File: src/inc/pwpg_map.vh
`ifndef PWPG_MAP_VH
`define PWPG_MAP_VH

// Register offsets (byte addresses on the local register port)
`define PWPG_G1_CLR_OFS 8'h00
`define PWPG_G1_SET_OFS 8'h04
`define PWPG_G2_CLR_OFS 8'h10
`define PWPG_ERR_STAT_OFS 8'h20
`define PWPG_ERR_INFO_OFS 8'h24
`define PWPG_ERR_CNT_OFS 8'h28

// Reset values
`define PWPG_G1_RESET 32'h00000002
`define PWPG_G2_RESET 32'h00800000
`define PWPG_ERR_RESET 32'h00000000

// Implemented guard bits of each group
`define PWPG_G1_MASK 32'h0000000e
`define PWPG_G2_MASK 32'h000ffffe

// Group one field positions
`define PWPG_G1_PORT_BIT 3
`define PWPG_G1_NVM_BIT 2
`define PWPG_G1_DBG_BIT 1

// Group two field positions
`define PWPG_G2_TOUCH_BIT 19
`define PWPG_G2_DAC_BIT 18
`define PWPG_G2_CMP_BIT 17
`define PWPG_G2_ADC_BIT 16
`define PWPG_G2_TIMER_LSB 8
`define PWPG_G2_TIMER_MSB 15
`define PWPG_G2_SERIAL_LSB 2
`define PWPG_G2_SERIAL_MSB 7
`define PWPG_G2_EVENT_BIT 1

// Error status bits
`define PWPG_ERR_REPEAT_BIT 0
`define PWPG_ERR_LOCKED_BIT 1
`define PWPG_ERR_UNMAP_BIT 2

// Error info fields
`define PWPG_INFO_IDX_LSB 0
`define PWPG_INFO_ADDR_LSB 8
`define PWPG_INFO_SRC_BIT 16

`endif

File: src/verilog/pwpg_group.v
`timescale 1ns/10ps
module pwpg_group #(
    parameter [31:0] RESET_VAL = 32'h00000000,
    parameter [31:0] IMPL_MASK = 32'h00000000
) (
    // Clock and reset
    input wire clk_i,
    input wire arst_n_i,
    // Write requests, data already gated by byte lanes
    input wire clr_wr_i,
    input wire set_wr_i,
    input wire [31:0] wbits_i,
    // State
    output wire [31:0] lock_o,
    output wire [31:0] rd_val_o,
    output wire repeat_o
);
    reg [31:0] lock_q;
    reg [31:0] lock_d;
    wire [31:0] hit;

    assign hit = wbits_i & IMPL_MASK;

    always @* begin
        lock_d = lock_q;
        if (clr_wr_i) begin
            lock_d = lock_q & ~hit;
        end else if (set_wr_i) begin
            lock_d = lock_q | hit;
        end
    end

    always @(posedge clk_i or negedge arst_n_i) begin
        if (!arst_n_i) begin
            lock_q <= RESET_VAL & IMPL_MASK;
        end else begin
            lock_q <= lock_d;
        end
    end

    // A one written to a bit already in the requested state is a repeat
    assign repeat_o = (set_wr_i && ((hit & lock_q) != 32'h00000000)) ||
                      (clr_wr_i && ((hit & ~lock_q) != 32'h00000000));

    assign lock_o = lock_q;
    // Unused bits read back their reset value; 1 means locked
    assign rd_val_o = lock_q | (RESET_VAL & ~IMPL_MASK);
endmodule

File: src/verilog/pwpg_top.v
// Operation
// - Group-one clear at 0x00, reset 0x000002
// - Group-one set at 0x04, same state
// - Group one: port, memory, debug bits
// - Group two: touch, converters, comparators, events
// - Group two bits 15:8 guard timers
// - Group two bits 7:2 guard serial units
// - Writing zero to a guard register changes nothing
// - Clear bit unlocks; read one means locked, except unused group-two bit 23, which reads one and never locks
// - Locked peripheral write discarded, bus error
// - Repeated lock or unlock gives error
`timescale 1ns/10ps
`include "pwpg_map.vh"
module pwpg_top #(
    parameter CNT_W = 16
) (
    // Clock and reset
    input wire CLK_SYS_I,
    input wire ARST_N_I,
    // Register port
    input wire [7:0] REG_ADDR_I,
    input wire [31:0] REG_WDATA_I,
    input wire [3:0] REG_BE_I,
    input wire REG_WR_I,
    input wire REG_RD_I,
    output wire [31:0] REG_RDATA_O,
    output wire REG_ERR_O,
    // Peripheral write guard
    input wire PERIPH_WR_I,
    input wire [5:0] PERIPH_IDX_I,
    output wire PERIPH_GRANT_O,
    output wire PERIPH_ERR_O,
    // Lock state towards the peripherals
    output wire [31:0] GRP1_LOCK_O,
    output wire [31:0] GRP2_LOCK_O
);
    localparam [CNT_W-1:0] CNT_MAX = {CNT_W{1'b1}};

    // Expand byte enables to a bit mask so sub-word writes to guard and status registers touch only their lanes; a counter write zeroes all bits
    function [31:0] lane_mask;
        input [3:0] be;
        begin
            lane_mask = {{8{be[3]}}, {8{be[2]}}, {8{be[1]}}, {8{be[0]}}};
        end
    endfunction

    function addr_hit;
        input [7:0] addr;
        input [7:0] ofs;
        begin
            addr_hit = (addr[7:2] == ofs[7:2]);
        end
    endfunction

    // Run of ones from lsb up to msb, used to build each group's guard mask
    function [31:0] bit_span;
        input integer msb;
        input integer lsb;
        integer k;
        begin
            bit_span = 32'h00000000;
            for (k = lsb; k <= msb; k = k + 1) begin
                bit_span[k] = 1'b1;
            end
        end
    endfunction

    // Lock bit of the guard a peripheral index names; bit 5 picks the group
    function guard_bit;
        input [5:0] idx;
        input [31:0] grp1;
        input [31:0] grp2;
        begin
            guard_bit = idx[5] ? grp2[idx[4:0]] : grp1[idx[4:0]];
        end
    endfunction

    // Guard fields; any bit outside them reads back its reset value and never locks
    localparam [31:0] G1_PORT = bit_span(`PWPG_G1_PORT_BIT, `PWPG_G1_PORT_BIT);
    localparam [31:0] G1_NVM = bit_span(`PWPG_G1_NVM_BIT, `PWPG_G1_NVM_BIT);
    localparam [31:0] G1_DBG = bit_span(`PWPG_G1_DBG_BIT, `PWPG_G1_DBG_BIT);
    localparam [31:0] G1_GUARDS = G1_PORT | G1_NVM | G1_DBG;
    localparam [31:0] G2_TOUCH = bit_span(`PWPG_G2_TOUCH_BIT, `PWPG_G2_TOUCH_BIT);
    localparam [31:0] G2_DAC = bit_span(`PWPG_G2_DAC_BIT, `PWPG_G2_DAC_BIT);
    localparam [31:0] G2_CMP = bit_span(`PWPG_G2_CMP_BIT, `PWPG_G2_CMP_BIT);
    localparam [31:0] G2_ADC = bit_span(`PWPG_G2_ADC_BIT, `PWPG_G2_ADC_BIT);
    localparam [31:0] G2_TIMERS = bit_span(`PWPG_G2_TIMER_MSB, `PWPG_G2_TIMER_LSB);
    localparam [31:0] G2_SERIAL = bit_span(`PWPG_G2_SERIAL_MSB, `PWPG_G2_SERIAL_LSB);
    localparam [31:0] G2_EVENT = bit_span(`PWPG_G2_EVENT_BIT, `PWPG_G2_EVENT_BIT);
    localparam [31:0] G2_GUARDS = G2_TOUCH | G2_DAC | G2_CMP | G2_ADC | G2_TIMERS | G2_SERIAL | G2_EVENT;

    reg [31:0] rdata_q;
    reg [31:0] rdata_d;
    reg reg_err_q;
    reg periph_err_q;
    reg [31:0] err_stat_q;
    reg [31:0] err_stat_d;
    reg [31:0] err_info_q;
    reg [31:0] err_info_d;
    reg [CNT_W-1:0] err_cnt_q;
    reg [CNT_W-1:0] err_cnt_d;

    wire [31:0] wbits;
    wire sel_g1_clr;
    wire sel_g1_set;
    wire sel_g2_clr;
    wire sel_stat;
    wire sel_info;
    wire sel_cnt;
    wire sel_any;
    wire wr_g1_clr;
    wire wr_g1_set;
    wire wr_g2_clr;
    wire [31:0] g1_lock;
    wire [31:0] g2_lock;
    wire [31:0] g1_rd;
    wire [31:0] g2_rd;
    wire g1_repeat;
    wire g2_repeat;
    wire unmapped;
    wire repeat_err;
    wire periph_locked;
    wire periph_block;
    wire err_event;

    // Sub-word accesses to guard and status registers only ever move the lanes they enable
    assign wbits = REG_WDATA_I & lane_mask(REG_BE_I);

    assign sel_g1_clr = addr_hit(REG_ADDR_I, `PWPG_G1_CLR_OFS);
    assign sel_g1_set = addr_hit(REG_ADDR_I, `PWPG_G1_SET_OFS);
    assign sel_g2_clr = addr_hit(REG_ADDR_I, `PWPG_G2_CLR_OFS);
    assign sel_stat = addr_hit(REG_ADDR_I, `PWPG_ERR_STAT_OFS);
    assign sel_info = addr_hit(REG_ADDR_I, `PWPG_ERR_INFO_OFS);
    assign sel_cnt = addr_hit(REG_ADDR_I, `PWPG_ERR_CNT_OFS);
    assign sel_any = sel_g1_clr | sel_g1_set | sel_g2_clr | sel_stat | sel_info | sel_cnt;

    assign wr_g1_clr = REG_WR_I & sel_g1_clr;
    assign wr_g1_set = REG_WR_I & sel_g1_set;
    assign wr_g2_clr = REG_WR_I & sel_g2_clr;

    // Group one: port, memory controller and debug guards
    pwpg_group #(
        .RESET_VAL(`PWPG_G1_RESET),
        .IMPL_MASK(G1_GUARDS)
    ) u_grp1 (
        .clk_i(CLK_SYS_I),
        .arst_n_i(ARST_N_I),
        .clr_wr_i(wr_g1_clr),
        .set_wr_i(wr_g1_set),
        .wbits_i(wbits),
        .lock_o(g1_lock),
        .rd_val_o(g1_rd),
        .repeat_o(g1_repeat)
    );

    // Group two: touch, converters, comparators, timers, serial units, events
    pwpg_group #(
        .RESET_VAL(`PWPG_G2_RESET),
        .IMPL_MASK(G2_GUARDS)
    ) u_grp2 (
        .clk_i(CLK_SYS_I),
        .arst_n_i(ARST_N_I),
        .clr_wr_i(wr_g2_clr),
        .set_wr_i(1'b0),
        .wbits_i(wbits),
        .lock_o(g2_lock),
        .rd_val_o(g2_rd),
        .repeat_o(g2_repeat)
    );

    assign GRP1_LOCK_O = g1_lock;
    assign GRP2_LOCK_O = g2_lock;

    assign unmapped = (REG_WR_I | REG_RD_I) & ~sel_any;
    assign repeat_err = g1_repeat | g2_repeat;
    // One cycle can raise several errors; the counter still moves by one
    assign err_event = periph_block | repeat_err | unmapped;

    // Peripheral guard: index bit 5 picks the group, low bits the guard bit
    assign periph_locked = guard_bit(PERIPH_IDX_I, g1_lock, g2_lock);
    assign periph_block = PERIPH_WR_I & periph_locked;
    // Grant is combinational so the write is stopped in the same cycle
    assign PERIPH_GRANT_O = PERIPH_WR_I & ~periph_locked;

    // Read mux
    always @* begin
        rdata_d = 32'h00000000;
        if (REG_RD_I) begin
            if (sel_g1_clr || sel_g1_set) begin
                rdata_d = g1_rd;
            end else if (sel_g2_clr) begin
                rdata_d = g2_rd;
            end else if (sel_stat) begin
                rdata_d = err_stat_q;
            end else if (sel_info) begin
                rdata_d = err_info_q;
            end else if (sel_cnt) begin
                rdata_d = {{(32-CNT_W){1'b0}}, err_cnt_q};
            end
        end
    end

    // Error status: sticky, write one to clear, a new event wins over the clear
    always @* begin
        err_stat_d = err_stat_q;
        if (REG_WR_I && sel_stat) begin
            err_stat_d = err_stat_q & ~wbits;
        end
        if (repeat_err) begin
            err_stat_d[`PWPG_ERR_REPEAT_BIT] = 1'b1;
        end
        if (periph_block) begin
            err_stat_d[`PWPG_ERR_LOCKED_BIT] = 1'b1;
        end
        if (unmapped) begin
            err_stat_d[`PWPG_ERR_UNMAP_BIT] = 1'b1;
        end
        err_stat_d[31:3] = 29'h0;
    end

    // Error info: the peripheral error takes priority since it blocks data
    always @* begin
        err_info_d = err_info_q;
        if (periph_block) begin
            err_info_d = 32'h00000000;
            err_info_d[`PWPG_INFO_IDX_LSB+5:`PWPG_INFO_IDX_LSB] = PERIPH_IDX_I;
            err_info_d[`PWPG_INFO_SRC_BIT] = 1'b1;
        end else if (repeat_err || unmapped) begin
            err_info_d = 32'h00000000;
            err_info_d[`PWPG_INFO_ADDR_LSB+7:`PWPG_INFO_ADDR_LSB] = REG_ADDR_I;
        end
    end

    // Saturating counter of all error events; a write zeroes it, but an event in that cycle still counts one
    always @* begin
        err_cnt_d = err_cnt_q;
        if (REG_WR_I && sel_cnt) begin
            err_cnt_d = {CNT_W{1'b0}};
        end
        if (err_event && (err_cnt_d != CNT_MAX)) begin
            err_cnt_d = err_cnt_d + {{(CNT_W-1){1'b0}}, 1'b1};
        end
    end

    // Read data stand one cycle only, then drop back to zero
    always @(posedge CLK_SYS_I or negedge ARST_N_I) begin
        if (!ARST_N_I) begin
            rdata_q <= 32'h00000000;
        end else begin
            rdata_q <= rdata_d;
        end
    end

    // Register bus error answers the offending access in the next cycle
    always @(posedge CLK_SYS_I or negedge ARST_N_I) begin
        if (!ARST_N_I) begin
            reg_err_q <= 1'b0;
        end else begin
            reg_err_q <= repeat_err | unmapped;
        end
    end

    // A refused peripheral write is flagged once, one cycle after the attempt
    always @(posedge CLK_SYS_I or negedge ARST_N_I) begin
        if (!ARST_N_I) begin
            periph_err_q <= 1'b0;
        end else begin
            periph_err_q <= periph_block;
        end
    end

    // Sticky until software writes ones, so no error is lost between polls
    always @(posedge CLK_SYS_I or negedge ARST_N_I) begin
        if (!ARST_N_I) begin
            err_stat_q <= `PWPG_ERR_RESET;
        end else begin
            err_stat_q <= err_stat_d;
        end
    end

    always @(posedge CLK_SYS_I or negedge ARST_N_I) begin
        if (!ARST_N_I) begin
            err_info_q <= `PWPG_ERR_RESET;
        end else begin
            err_info_q <= err_info_d;
        end
    end

    // Saturates instead of wrapping so a flood of errors never reads as few
    always @(posedge CLK_SYS_I or negedge ARST_N_I) begin
        if (!ARST_N_I) begin
            err_cnt_q <= {CNT_W{1'b0}};
        end else begin
            err_cnt_q <= err_cnt_d;
        end
    end

    assign REG_RDATA_O = rdata_q;
    assign REG_ERR_O = reg_err_q;
    assign PERIPH_ERR_O = periph_err_q;
endmodule
File: config.mk
export PLATFORM = sky130hd
export DESIGN_NAME = pwpg_top
export DESIGN_NICKNAME = d
export VERILOG_FILES = /design/src/verilog/pwpg_group.v /design/src/verilog/pwpg_top.v
export VERILOG_INCLUDE_DIRS = /design/src /design/src/inc
export SDC_FILE = /design/constraint.sdc
export NUM_CORES = 1
export LEC_CHECK = 0
export BUFFER_PORTS_ARGS = -buffer_cell sky130_fd_sc_hd__buf_4
export CAP_MARGIN = 30
export CORE_MARGIN = 5
export CORE_UTILIZATION = 45
export CTS_CLUSTER_DIAMETER = 100
export DETAILED_ROUTE_END_ITERATION = 16
export PLACE_DENSITY = 0.79
export RECOVER_POWER = 25
export SYNTH_ARGS = -nofsm -noshare
export SYNTH_HDL_FRONTEND = slang
export SYNTH_SLANG_ARGS = --single-unit
File: constraint.sdc
create_clock -name CLK_SYS_I -period 2.4 [get_ports CLK_SYS_I]
set_input_delay 0.24 -clock CLK_SYS_I [delete_from_list [all_inputs] [get_ports CLK_SYS_I]]
set_output_delay 0.24 -clock CLK_SYS_I [all_outputs]
set_load 0.03 [all_outputs]
* Word-level counts from Yosys, hierarchy flattened *
Index checks and enable logic that the tools add are counted.

storage, ports and cells
  register bits = 149
  latch bits = 0
  bits in writable memories = 0
  ROM bits = 0
  input bits = 55
  memories = 0

cells by class
  add/sub/neg operators = 1
  multipliers = 0
  divide/modulo/power cells = 0
  $lt $le $gt $ge = 1
  equality and inequality tests = 6
  shift-type cells = 0
  mux-type cells = 21
  bitwise gates (word level) = 31
  reduce and logical (&&, ||, !) cells = 18

operator list
  kind                     number
  $mux W32                 9
  $reduce_bool A32 Y1      3
  $and A32 B32 Y32         2
  $and A4 B32 Y32          2
  $not A32 Y32             2
  $mux W16                 3
  $and A20 B32 Y32         1
  $not A20 Y32             1
  $not A4 Y32              1
  $or A32 B4 Y32           1
  $and A20 B20 Y20         1
  $eq A6 B4 Y1 const B     3
  $add A16 B1 Y16 const B  1
  $ne A16 B16 Y1 const B   1
  $bmux W1 S5              2
  $or A1 B1 Y1             10
  $reduce_bool A2 Y1       5
  $and A1 B1 Y1            6
  $eq A6 B1 Y1 const B     1
  $eq A6 B3 Y1 const B     1
  $logic_and A1 B1 Y1      6
  $logic_not A6 Y1         1
  $lt A5 B6 Y1 const B     1
  $mux W1                  6
  other kinds (5)          8

* Depth between registers and ports, before layout *
Gate-level depths: netlist of the first run.

  depth after elaboration = 11
  depth in mapped cells = 12
  mapped depth without buffers = 8

* Cells and area by module *
From an unflattened synthesis of the first run, not the netlist that was laid out.

unflattened totals
  cells, all modules = 633
  area, all modules = 6025.8 um2

modules (own cells, without submodules)
  module                times used  cells an instance  area each (um2)  sequential area each (um2)
  pwpg_top              1           404                4119.0           1701.6
  pwpg_group at u_grp2  1           150                1293.7           475.5
  pwpg_group at u_grp1  1           79                 613.1            76.3

* Worst setup path after synthesis of the first run *
No wires, ideal clock.

  path type = flip-flop to flip-flop
  start point = register u_grp2.lock_q[13] (netlist: u_grp2.lock_o[13])
  end point = register err_cnt_q[1]
  library setup time = 0.125 ns
  data arrival time = 2.562 ns
  required time = 2.275 ns
  setup slack = -0.286 ns
  stages on the path, launching flop included = 10
  clock period less this slack = 2.686 ns
  cell sequence = dfrtp_1 -> mux4_2 -> o2111a_1 -> o311a_1 -> buf_2 -> and3b_1 -> buf_6 -> buf_2 -> nor2_1 -> mux2_2

between the ends
  longest elaborated chain between the ends = 9

RTL lines
  what                                                 RTL line         text
  start: declaration                                   pwpg_group.v:18  reg [31:0] lock_q;
  start signal: assignment                             pwpg_group.v:35  lock_q <= RESET_VAL & IMPL_MASK;
  start signal: assignment                             pwpg_group.v:37  lock_q <= lock_d;
  branches (longest 5 deep; another with $bmux W1 S5)  --
  $or A1 B1 Y1 (*) (2 in a row)                        pwpg_top.v:177   assign err_event = periph_block | repeat_err | unmapped;
  $logic_and A1 B1 Y1 (*)                              pwpg_top.v:240   if (err_event && (err_cnt_d != CNT_MAX)) begin
  $mux W16 (*)                                         pwpg_top.v:240
  named net err_cnt_d[1]                               pwpg_top.v:101   reg [CNT_W-1:0] err_cnt_d;
  end signal: assignment                               pwpg_top.v:292   err_cnt_q <= {CNT_W{1'b0}};
  end signal: assignment                               pwpg_top.v:294   err_cnt_q <= err_cnt_d;
  end: declaration                                     pwpg_top.v:100   reg [CNT_W-1:0] err_cnt_q;

Mark *: on every way through the listed nets, which the timed path passes. The select of a mux whose other input is x is not followed.
A chain may end at the register's enable or synchronous reset.

* Worst setup path after layout of the first run *
  start point = register u_grp2.lock_q[13] (netlist: u_grp2.lock_o[13])
  end point = register err_cnt_q[6]

Same word-level chain as after synthesis.

==> results of run 1 <==
[cells in the final DEF (no fill, tap or decap), drive strengths merged, types with 4 or more instances in the layout]
cell type    n
a21boi      12
nor2b        6
a22oi        4
or3          4
or4          6
and3         9
nor3         8
nand2b       4
nor2        21
mux2i       15
nand3       10
o21ai        5
inv         22
nand2       15
xnor2        4
a22o        26
o22ai        5
conb        53
a21oi       13
dfrtp       78
buf        142
a31oi        7
mux2         5
a21o         4
and2         9
clkbuf      12
o31ai        6
nand4       11
[stage by stage]
step | hold slack (ns) | cells
after CTS | 0.0413 | 688
after global placement | 0.294 | 667
after global routing | 0.0374 | 690
after floorplan | -0.0556 | 479
final | 0.0447 | 690
after detailed placement | 0.297 | 667
[worst paths after layout]
check	from	depth (start not counted)	slack (ns)	end
max in group asynchronous	ARST_N_I	3	0.33	err_info_q[13]
worst max register to register	u_grp2.lock_o[13]	7	-0.10	err_cnt_q[6]
min in group asynchronous	ARST_N_I	2	0.66	u_grp2.lock_o[19]
worst max-delay path	u_grp2.lock_o[13]	7	-0.10	err_cnt_q[6]
worst min register to register	err_stat_q[2]	1	0.49	err_stat_q[2]
worst min-delay path	REG_WDATA_I[5]	2	0.04	u_grp2.lock_o[5]
[per-layer routing]
metal / part of all wire / track usage
met5: 0 / 0
met4: 0.027 / 0.0649
met3: 0.088 / 0.0448
met2: 0.49 / 0.343
met1: 0.39 / 0.256
[kinds of logic after synthesis]
logic type,after synthesis
fa+ha+maj,1
buf+inv,100
other cells,1
mux,23
xor+xnor,5
simple gates,117
compound gates,101
flops,79
[critical path, cell delays in order (launching register included)]
cell	delay, ns
dfrtp_2	0.43
mux4_2	0.49
o2111a_1	0.27
o311a_1	0.35
buf_6	0.19
nand3b_1	0.24
a31oi_1	0.30
nor3_2	0.10
[repair_timing]
action / CTS / global route
hold endpoints to repair: 46 / 0
pin swaps: 0 / 7
endpoints found under the setup margin: 7 / 20
gates resized for setup: 2 / 12
buffers inserted: 4 / 2
hold buffers: 1 / 0
[cells in the mapped netlist, drive strengths merged, types with 10 or more instances]
library cell	instances
nand2	15
nand3	10
a22o	26
inv	21
dfrtp	78
clkbuf	14
nor2	21
nand4	11
a21oi	13
mux2i	15
buf	65
a21boi	12
[power groups by stage]
stage	clock network [uW]	logic, uW	registers, uW
floorplan	0	493	1560
global placement	0	715	1550
detailed placement	0	736	1550
CTS	1250	753	1520
global route	1320	844	1540
finish	1250	783	1520
[registers in the layout, summed over array words and instances (netlist names), named ones only]
register	flops
err_info_q	15
PERIPH_ERR_O	1
err_stat_q	3
u_grp2.lock_o	19
REG_ERR_O	1
REG_RDATA_O	21
err_cnt_q	16
[layout make-up]
| type | count | area share |
|---|---|---|
| inverter | 21 | 0.0140 |
| sequential | 79 | 0.353 |
| multi-input combinational | 300 | 0.362 |
| clock buffer | 10 | 0.0244 |
| timing repair buffer | 145 | 0.197 |
| clock inverter | 6 | 0.0207 |
| tap | 129 | 0.0287 |
==> flow_summary.ini, run 1 <==
[pwr]
leakage_uw = 0.00278
powerDensity_mw_per_mm2 = 631
p_int_uw = 2480
sequentialPowerShare = 0.429
switching_share = 0.302
p_clk_frac = 0.351
combinationalPowerShare = 0.220
power.net_switching_uw = 1070
peakVddDrop_uv = 272
power_uw = 3550

[detailed_routing]
avgRoutedWirePerCell_um = 17.7
wirelength_um = 12200
vias_per_cell = 5.49
drc_errors = 0
drtIter0Drc = 290
num_vias = 3785
ant_nets = 0
firstDrtPassIters = 5

[cts]
cts_max_level = 3
cts-root-buf = clkbuf_8
clkTransAtPathRegs_ns = 0.09
numCtsBuffers = 9
clk_path_buf_depth = 2
clkLatencyLatePin_ns = 0.36
cts_sinks = 79
cts_tree = yes

[logic_synthesis]
synth_xor_area_frac = 0.0101
async_flop_share = 1.00
ys.flop_type = dfrtp_1
synth_compound_gate_area_share = 0.177
synth_top_family_by_area = compound AO/OA/AOI/OAI gates
synthSimpleGateAreaFrac = 0.154
seq_area_frac_synth = 0.456
ys_seq_elements = 79
synth_adder_area_share = 0.00288
synth_area_per_cell_um2 = 10.2
syn_area_mm2 = 0.00434
synth.area.mux_share = 0.0631
synthCells = 427
yosysWarnings = 0
synth_area_leaders = dfrtp_1 (45%), buf_4 (9.3%), a22o_1 (5.2%), mux2i_1 (3.5%), a21boi_0 (2.1%)
synth_edf_count = 0
synth_top_area_share = 0.450
synth_top_cell_by_area = dfrtp_1
synth.distinct_cells = 61

[critical_path]
cp.arrival_ns = 2.72
cp-end-kind = flip-flop
path_class = flip-flop to flip-flop
startpoint_type = flip-flop
cp_max_fo = 18
cp.required_ns = 2.62

[floorplan]
num_rows = 35
die_x_um = 108
initial_core_util = 0.465
core_mm2 = 0.00933
die_y_um = 108
ioPinCount = 154
die_area_mm2 = 0.0117

[sta]
worst_slew_pin_slew_ns = 1.20
slew_headroom = 0.201
timing.final.crit_share = 1.04
finalMaxSlewViolations = 0
fin_crit_ns = 2.50
fin_ws_ns = -0.101
finalSetupViolCount = 5
timing.final.hold_violations = 0
rsz0062_at_grt = true
maxClockFrequency_mhz = 400
clock_skew_ns = 0.0137
fin_tns_setup_ns = -0.205

[run]
maxCapViolations = 0

[run_status]
outcome = finished with violations
violations = negative setup slack

[finish]
drive_above_1_share = 0.362
final_area_mm2 = 0.00563
multiInputGateArea_mm2 = 0.00204
finalCoreUtilization = 0.604
regArea_mm2 = 0.00199
fill_cells = 765
insertedDiodeCount = 0
syn_to_final_growth_pct = 29.7
final_nets = 612

[global_route]
antenna_found_initial = 0
grt_max_degree = 49
grt_pass1_wl_um = 18600
grt_usage = 0.202
grt_pass1_vias = 3657
gr-total-overflow = 0

[placement]
place_ws_ns = -0.314
placed_cell_area_mm2 = 0.00529
gp_congestion = 0.909
portBuffers = 87
dp_hpwl_um = 8910

[hold_path]
hp-class = input port to flip-flop
No activity file was read; power rests on OpenSTA's default activity.
==> run 2, diff against run 1 <==
GPL_TIMING_DRIVEN = 0   (was not set)
==> flow_summary.ini, run 2 (synthesis results as in run 1) <==
[run_status]
outcome = finished with violations
violations = negative setup slack

[detailed_routing]
num_vias = 3933
vias_per_cell = 5.32
wirelength_um = 12400
drtIter0Drc = 267
avgRoutedWirePerCell_um = 16.7
drc_errors = 0
ant_nets = 0
firstDrtPassIters = 8

[cts]
cts_max_level = 3
clkLatencyLatePin_ns = 0.36
clk_path_buf_depth = 2
cts_sinks = 79
numCtsBuffers = 9
cts-root-buf = clkbuf_8
cts_tree = yes
clkTransAtPathRegs_ns = 0.09

[placement]
portBuffers = 85
placed_cell_area_mm2 = 0.00541
gp_congestion = 0.891
dp_hpwl_um = 8760

[sta]
timing.final.hold_violations = 0
worst_slew_pin_slew_ns = 0.963
rsz0062_at_grt = true
fin_crit_ns = 2.55
slew_headroom = 0.358
clock_skew_ns = 0.0141
timing.final.crit_share = 1.06
fin_tns_setup_ns = -2.36
fin_ws_ns = -0.149
finalMaxSlewViolations = 0
finalSetupViolCount = 22
maxClockFrequency_mhz = 392

[run]
maxCapViolations = 0

[critical_path]
cp_max_fo = 5
cp.required_ns = 2.65
cp-end-kind = flip-flop
path_class = flip-flop to flip-flop
startpoint_type = flip-flop
cp.arrival_ns = 2.80

[finish]
final_cell_mix = buf_4 (162), dfrtp_1 (68), conb_1 (53)
final_area_mm2 = 0.00601
layout_commonest_cell = buf_4
largest_reg_flops = 21
syn_to_final_growth_pct = 38.4
finalCoreUtilization = 0.644
drive_above_1_share = 0.397
final_nets = 661
insertedDiodeCount = 0

[pwr]
peakVddDrop_uv = 318
powerDensity_mw_per_mm2 = 551
leakage_uw = 0.00300

[global_route]
gr-total-overflow = 0
antenna_found_initial = 0
grt_pass1_wl_um = 19600
met2_usage = 0.365
grt_usage = 0.211
grt_busiest_layer = met2
use_met3 = 0.0442
grt_pass1_vias = 3893
grt_max_degree = 80
global_route.usage.met1 = 0.266

[hold_path]
hp-class = input port to flip-flop

[floorplan]
die_y_um = 108
die_x_um = 108
die_area_mm2 = 0.0117
ioPinCount = 154
initial_core_util = 0.465
core_mm2 = 0.00933
num_rows = 35
-- run 2: cell count changes in the layout (fill, tap and decap cells not counted), sizes merged --
| cell | before | now |
|---|---|---|
| buf | 142 | 177 |
| bufbuf | 0 | 1 |
| bufinv | 3 | 0 |
| clkbuf | 12 | 25 |
| clkinv | 2 | 1 |
| clkinvlp | 0 | 2 |
| inv | 22 | 24 |
-- run 2: metal layers --
metal	routed length, um	share of wire	up-vias
li1	-	-	1794
met1	4850	0.39	1902
met2	6170	0.50	200
met3	1020	0.082	37
met4	340	0.027	0
met5	0	0	-
-- run 2: stage by stage --
stage | hold slack [ns] | power, uW | cells | worst slack (ns)
2_1_floorplan | -0.0556 | 2050 | 479 | -0.136
3_3_place_gp | 0.418 | 2260 | 693 | -0.528
3_5_place_dp | 0.429 | 2280 | 693 | -0.635
4_1_cts | 0.0432 | 3270 | 734 | -0.138
5_1_grt | 0.0407 | 3450 | 739 | -0.237
6_report | 0.0517 | 3310 | 739 | -0.149
-- run 2: area by class of cell --
class                   instances  area, um^2
inverters                      21        78.8
clock buffers                  10         138
flip-flops and latches         79        1990
multi-input cells             300        2110
well taps                     129         161
fillers                       732        3320
clock inverters                 6        50.0
plain buffers                  76         523
repair buffers                118         957
-- run 2: power breakdown --
group	leakage [uW]	total [uW]	internal, uW	switching, uW
Sequential	0.00101	1540	1430	103
Combinational	0.00190	827	362	465
Clock	0.0000899	945	417	529
-- run 2: critical path, stage by stage, from the launching register on --
cell      delay (ns)
dfrtp_2         0.43
mux4_2          0.47
o2111a_1        0.27
o311a_1         0.41
and3b_2         0.27
buf_6           0.12
buf_8           0.12
nor2_4          0.04
mux2_4          0.30
-- run 2: final timing paths --
check | from | end | slack, ns | cells after the start
min reg2reg | err_stat_q[1] | err_stat_q[1] | 0.50 | 1
max reg2reg | u_grp2.lock_o[13] | err_cnt_q[1] | -0.15 | 8
max in group asynchronous | ARST_N_I | u_grp2.lock_o[8] | 0.62 | 3
min | REG_WDATA_I[5] | u_grp2.lock_o[5] | 0.05 | 2
max | u_grp2.lock_o[13] | err_cnt_q[1] | -0.15 | 8
min in group asynchronous | ARST_N_I | u_grp2.lock_o[16] | 0.35 | 2
-- run 2: what timing repair did --
item	in CTS	in global routing
hold buffers	0	1
gates cloned	3	0
pin swaps	9	19
hold endpoints to repair	0	9
resized for setup	13	25
setup buffers	23	8
endpoints found under the setup margin	21	32
==> run 3, diff against run 2 <==
ABC_AREA = 1   (was not set)
CORE_UTILIZATION = 46   (was 45)
PLACE_DENSITY = 0.8   (was 0.79)
==> flow_summary.ini, run 3 <==
[run_status]
outcome = finished clean

[pwr]
sequentialPowerShare = 0.431
leakage_uw = 0.00315
p_clk_frac = 0.273
switching_share = 0.359
p_int_uw = 2390
peakVddDrop_uv = 313
combinationalPowerShare = 0.296
powerDensity_mw_per_mm2 = 636
power.net_switching_uw = 1330

[critical_path]
cp.required_ns = 2.64
cp_max_fo = 10
worstPathCellList = buf_4, inv_2, nand2_1, nor2_1, nand3_4, inv_2, buf_6, nor2_2, ha_2, nand4_2, nor2_4, nand4_1, nor2_2, nand3_4, clkbuf_4, nand3_1, nand2_1
slowest_delay_ns = 0.25
critPathCapture = err_cnt_q[3]
crit-reg2reg-launch = err_cnt_q[1]
cp.arrival_ns = 2.53
critPathLaunch = REG_ADDR_I[2]
cpMaxStageDelayCell = clkbuf_4
r2r_end = err_cnt_q[3]
path_class = input port to flip-flop
reg2regPathDepth = 11
rrSetupSlack_ns = 0.23
cp-end-kind = flip-flop
startpoint_type = input port

[floorplan]
ioPinCount = 154
num_rows = 36
initial_core_util = 0.471
die_y_um = 110
die_x_um = 110
die_area_mm2 = 0.0121
core_mm2 = 0.00977

[cts]
cts_sinks = 79
clkLatencyLatePin_ns = 0.36
cts_tree = yes
clkTransAtPathRegs_ns = 0.09
clk_path_buf_depth = 2
cts-root-buf = clkbuf_8
cts_max_level = 3
numCtsBuffers = 9

[logic_synthesis]
seq_area_frac_synth = 0.430
synth_adder_area_share = 0.00272
synth_edf_count = 0
ys_seq_elements = 79
async_flop_share = 1.00
yosysWarnings = 0
ys.flop_type = dfrtp_1
synth.distinct_cells = 37
synthCells = 595
synth_top_family_by_area = simple AND/OR/NAND/NOR gates
synth_compound_gate_area_share = 0.114
synth_area_leaders = dfrtp_1 (42%), nand2_1 (11%), buf_4 (8.8%), inv_1 (6.7%), nand3_1 (5.4%)
syn_area_mm2 = 0.00460
synthSimpleGateAreaFrac = 0.250
synth_top_cell_by_area = dfrtp_1
synth_common_cells = nand2_1 (131), inv_1 (82), dfrtp_1 (78), buf_4 (54), nand3_1 (50)
synth_xor_area_frac = 0.0247
yosysMostFrequentCell = nand2_1
synth.area.mux_share = 0
synth_top_area_share = 0.424
synth_area_per_cell_um2 = 7.74

[placement]
dp.cells = 865
gp_congestion = 0.925
portBuffers = 84
placed_cell_area_mm2 = 0.00562
dp_hpwl_um = 10200

[finish]
final_nets = 801
final_area_mm2 = 0.00585
layout_commonest_cell = buf_4
final_cell_mix = buf_4 (137), nand2_1 (131), inv_1 (82)
syn_to_final_growth_pct = 27.0
drive_above_1_share = 0.247
fill_cells = 867
insertedDiodeCount = 0
largest_reg_flops = 21
instances_no_fill = 883

[global_route]
grt_busiest_layer = met2
antenna_found_initial = 0
use_met3 = 0.0367
met2_usage = 0.344
grt_max_degree = 56
grt_pass1_wl_um = 20800
grt_usage = 0.222
global_route.usage.met1 = 0.317
grt_pass1_vias = 4253
gr-total-overflow = 0

[detailed_routing]
ant_nets = 0
firstDrtPassIters = 5
avgRoutedWirePerCell_um = 14.9
num_vias = 4397
drc_errors = 0
wirelength_um = 13100
drtIter0Drc = 385
vias_per_cell = 4.98

[sta]
worst_slew_pin_slew_ns = 1.47
finalSetupViolCount = 0
slew_headroom = 0.0186
timing.final.hold_violations = 0
maxClockFrequency_mhz = 438
fin_crit_ns = 2.28
clock_skew_ns = 0.0103
timing.final.crit_share = 0.951
finalMaxSlewViolations = 0

[hold_path]
hp-class = input port to flip-flop

[run]
maxCapViolations = 0
## run 3: area by class of cell
| type | instances | area [um^2] | area share |
|---|---|---|---|
| inverters | 86 | 323 | 0.0552 |
| plain buffers | 71 | 498 | 0.0852 |
| flip-flops and latches | 79 | 1980 | 0.338 |
| multi-input cells | 411 | 2010 | 0.344 |
| clock inverters | 4 | 53.8 | 0.00920 |
| clock buffers | 12 | 145 | 0.0248 |
| repair buffers | 87 | 668 | 0.114 |
| well taps | 133 | 166 | 0.0285 |
## run 3: logic make-up (layout without fill, tap and decap cells)
family	after synthesis	in the layout
adder cells (fa/ha/maj)	1	1
AO/OA/AOI/OAI	89	89
flip-flops	79	79
other	1	53
XOR/XNOR	13	13
buffers and inverters	157	260
AND/OR/NAND/NOR	255	255
## run 3: per-stage QoR
step                      utilization  power, uW  setup TNS [ns]  setup slack (ns)  hold slack [ns]
after floorplan                     -       2360               0             0.244          -0.0556
after global placement          0.572       2660           -5.33            -0.384            0.444
after detailed placement        0.575       2700           -6.08            -0.428            0.175
after CTS                       0.598       3710               0            0.0150           0.0665
after global routing            0.598       3930         -0.0311           -0.0134           0.0719
final                           0.598       3720               0             0.118           0.0713
## run 3: power groups by stage
| stage | clock [uW] | combinational, uW | sequential (uW) |
|---|---|---|---|
| 2_1_floorplan | 0 | 703 | 1660 |
| 3_3_place_gp | 0 | 1050 | 1610 |
| 3_5_place_dp | 0 | 1080 | 1620 |
| 4_1_cts | 1030 | 1090 | 1600 |
| 5_1_grt | 1090 | 1220 | 1620 |
| 6_report | 1010 | 1100 | 1600 |
## run 3: worst min path at each step
stage	startpoint	end	slack, ns	cells past startpoint
global placement	REG_WDATA_I[8]	u_grp2.lock_o[8]	0.44	2
finish	REG_WDATA_I[18]	u_grp2.lock_o[18]	0.07	2
CTS	REG_WDATA_I[18]	u_grp2.lock_o[18]	0.07	2
global route	REG_WDATA_I[18]	u_grp2.lock_o[18]	0.07	2
floorplan	ARST_N_I	PERIPH_ERR_O	-0.06	0
detailed placement	ARST_N_I	REG_RDATA_O[2]	0.18	1
## run 3: critical path, delay by kind of cell
kind,cells,cell delay [ns]
simple gates,11,1.36
buf+inv,5,0.66
fa+ha+maj,1,0.23
## run 3: metal layers
| metal | vias to the layer above | part of all wire |
|---|---|---|
| met3 | 18 | 0.084 |
| met2 | 245 | 0.46 |
| met1 | 2021 | 0.44 |
| met4 | 0 | 0.016 |
| met5 | - | 0 |
| li1 | 2113 | - |
## run 3: repair_timing
item,4_1_cts,5_1_grt
resized for setup,3,4
hold endpoints to repair,23,0
endpoints found under the setup margin,11,16
hold buffers,1,0
buffers inserted,0,1
pin swaps,0,1
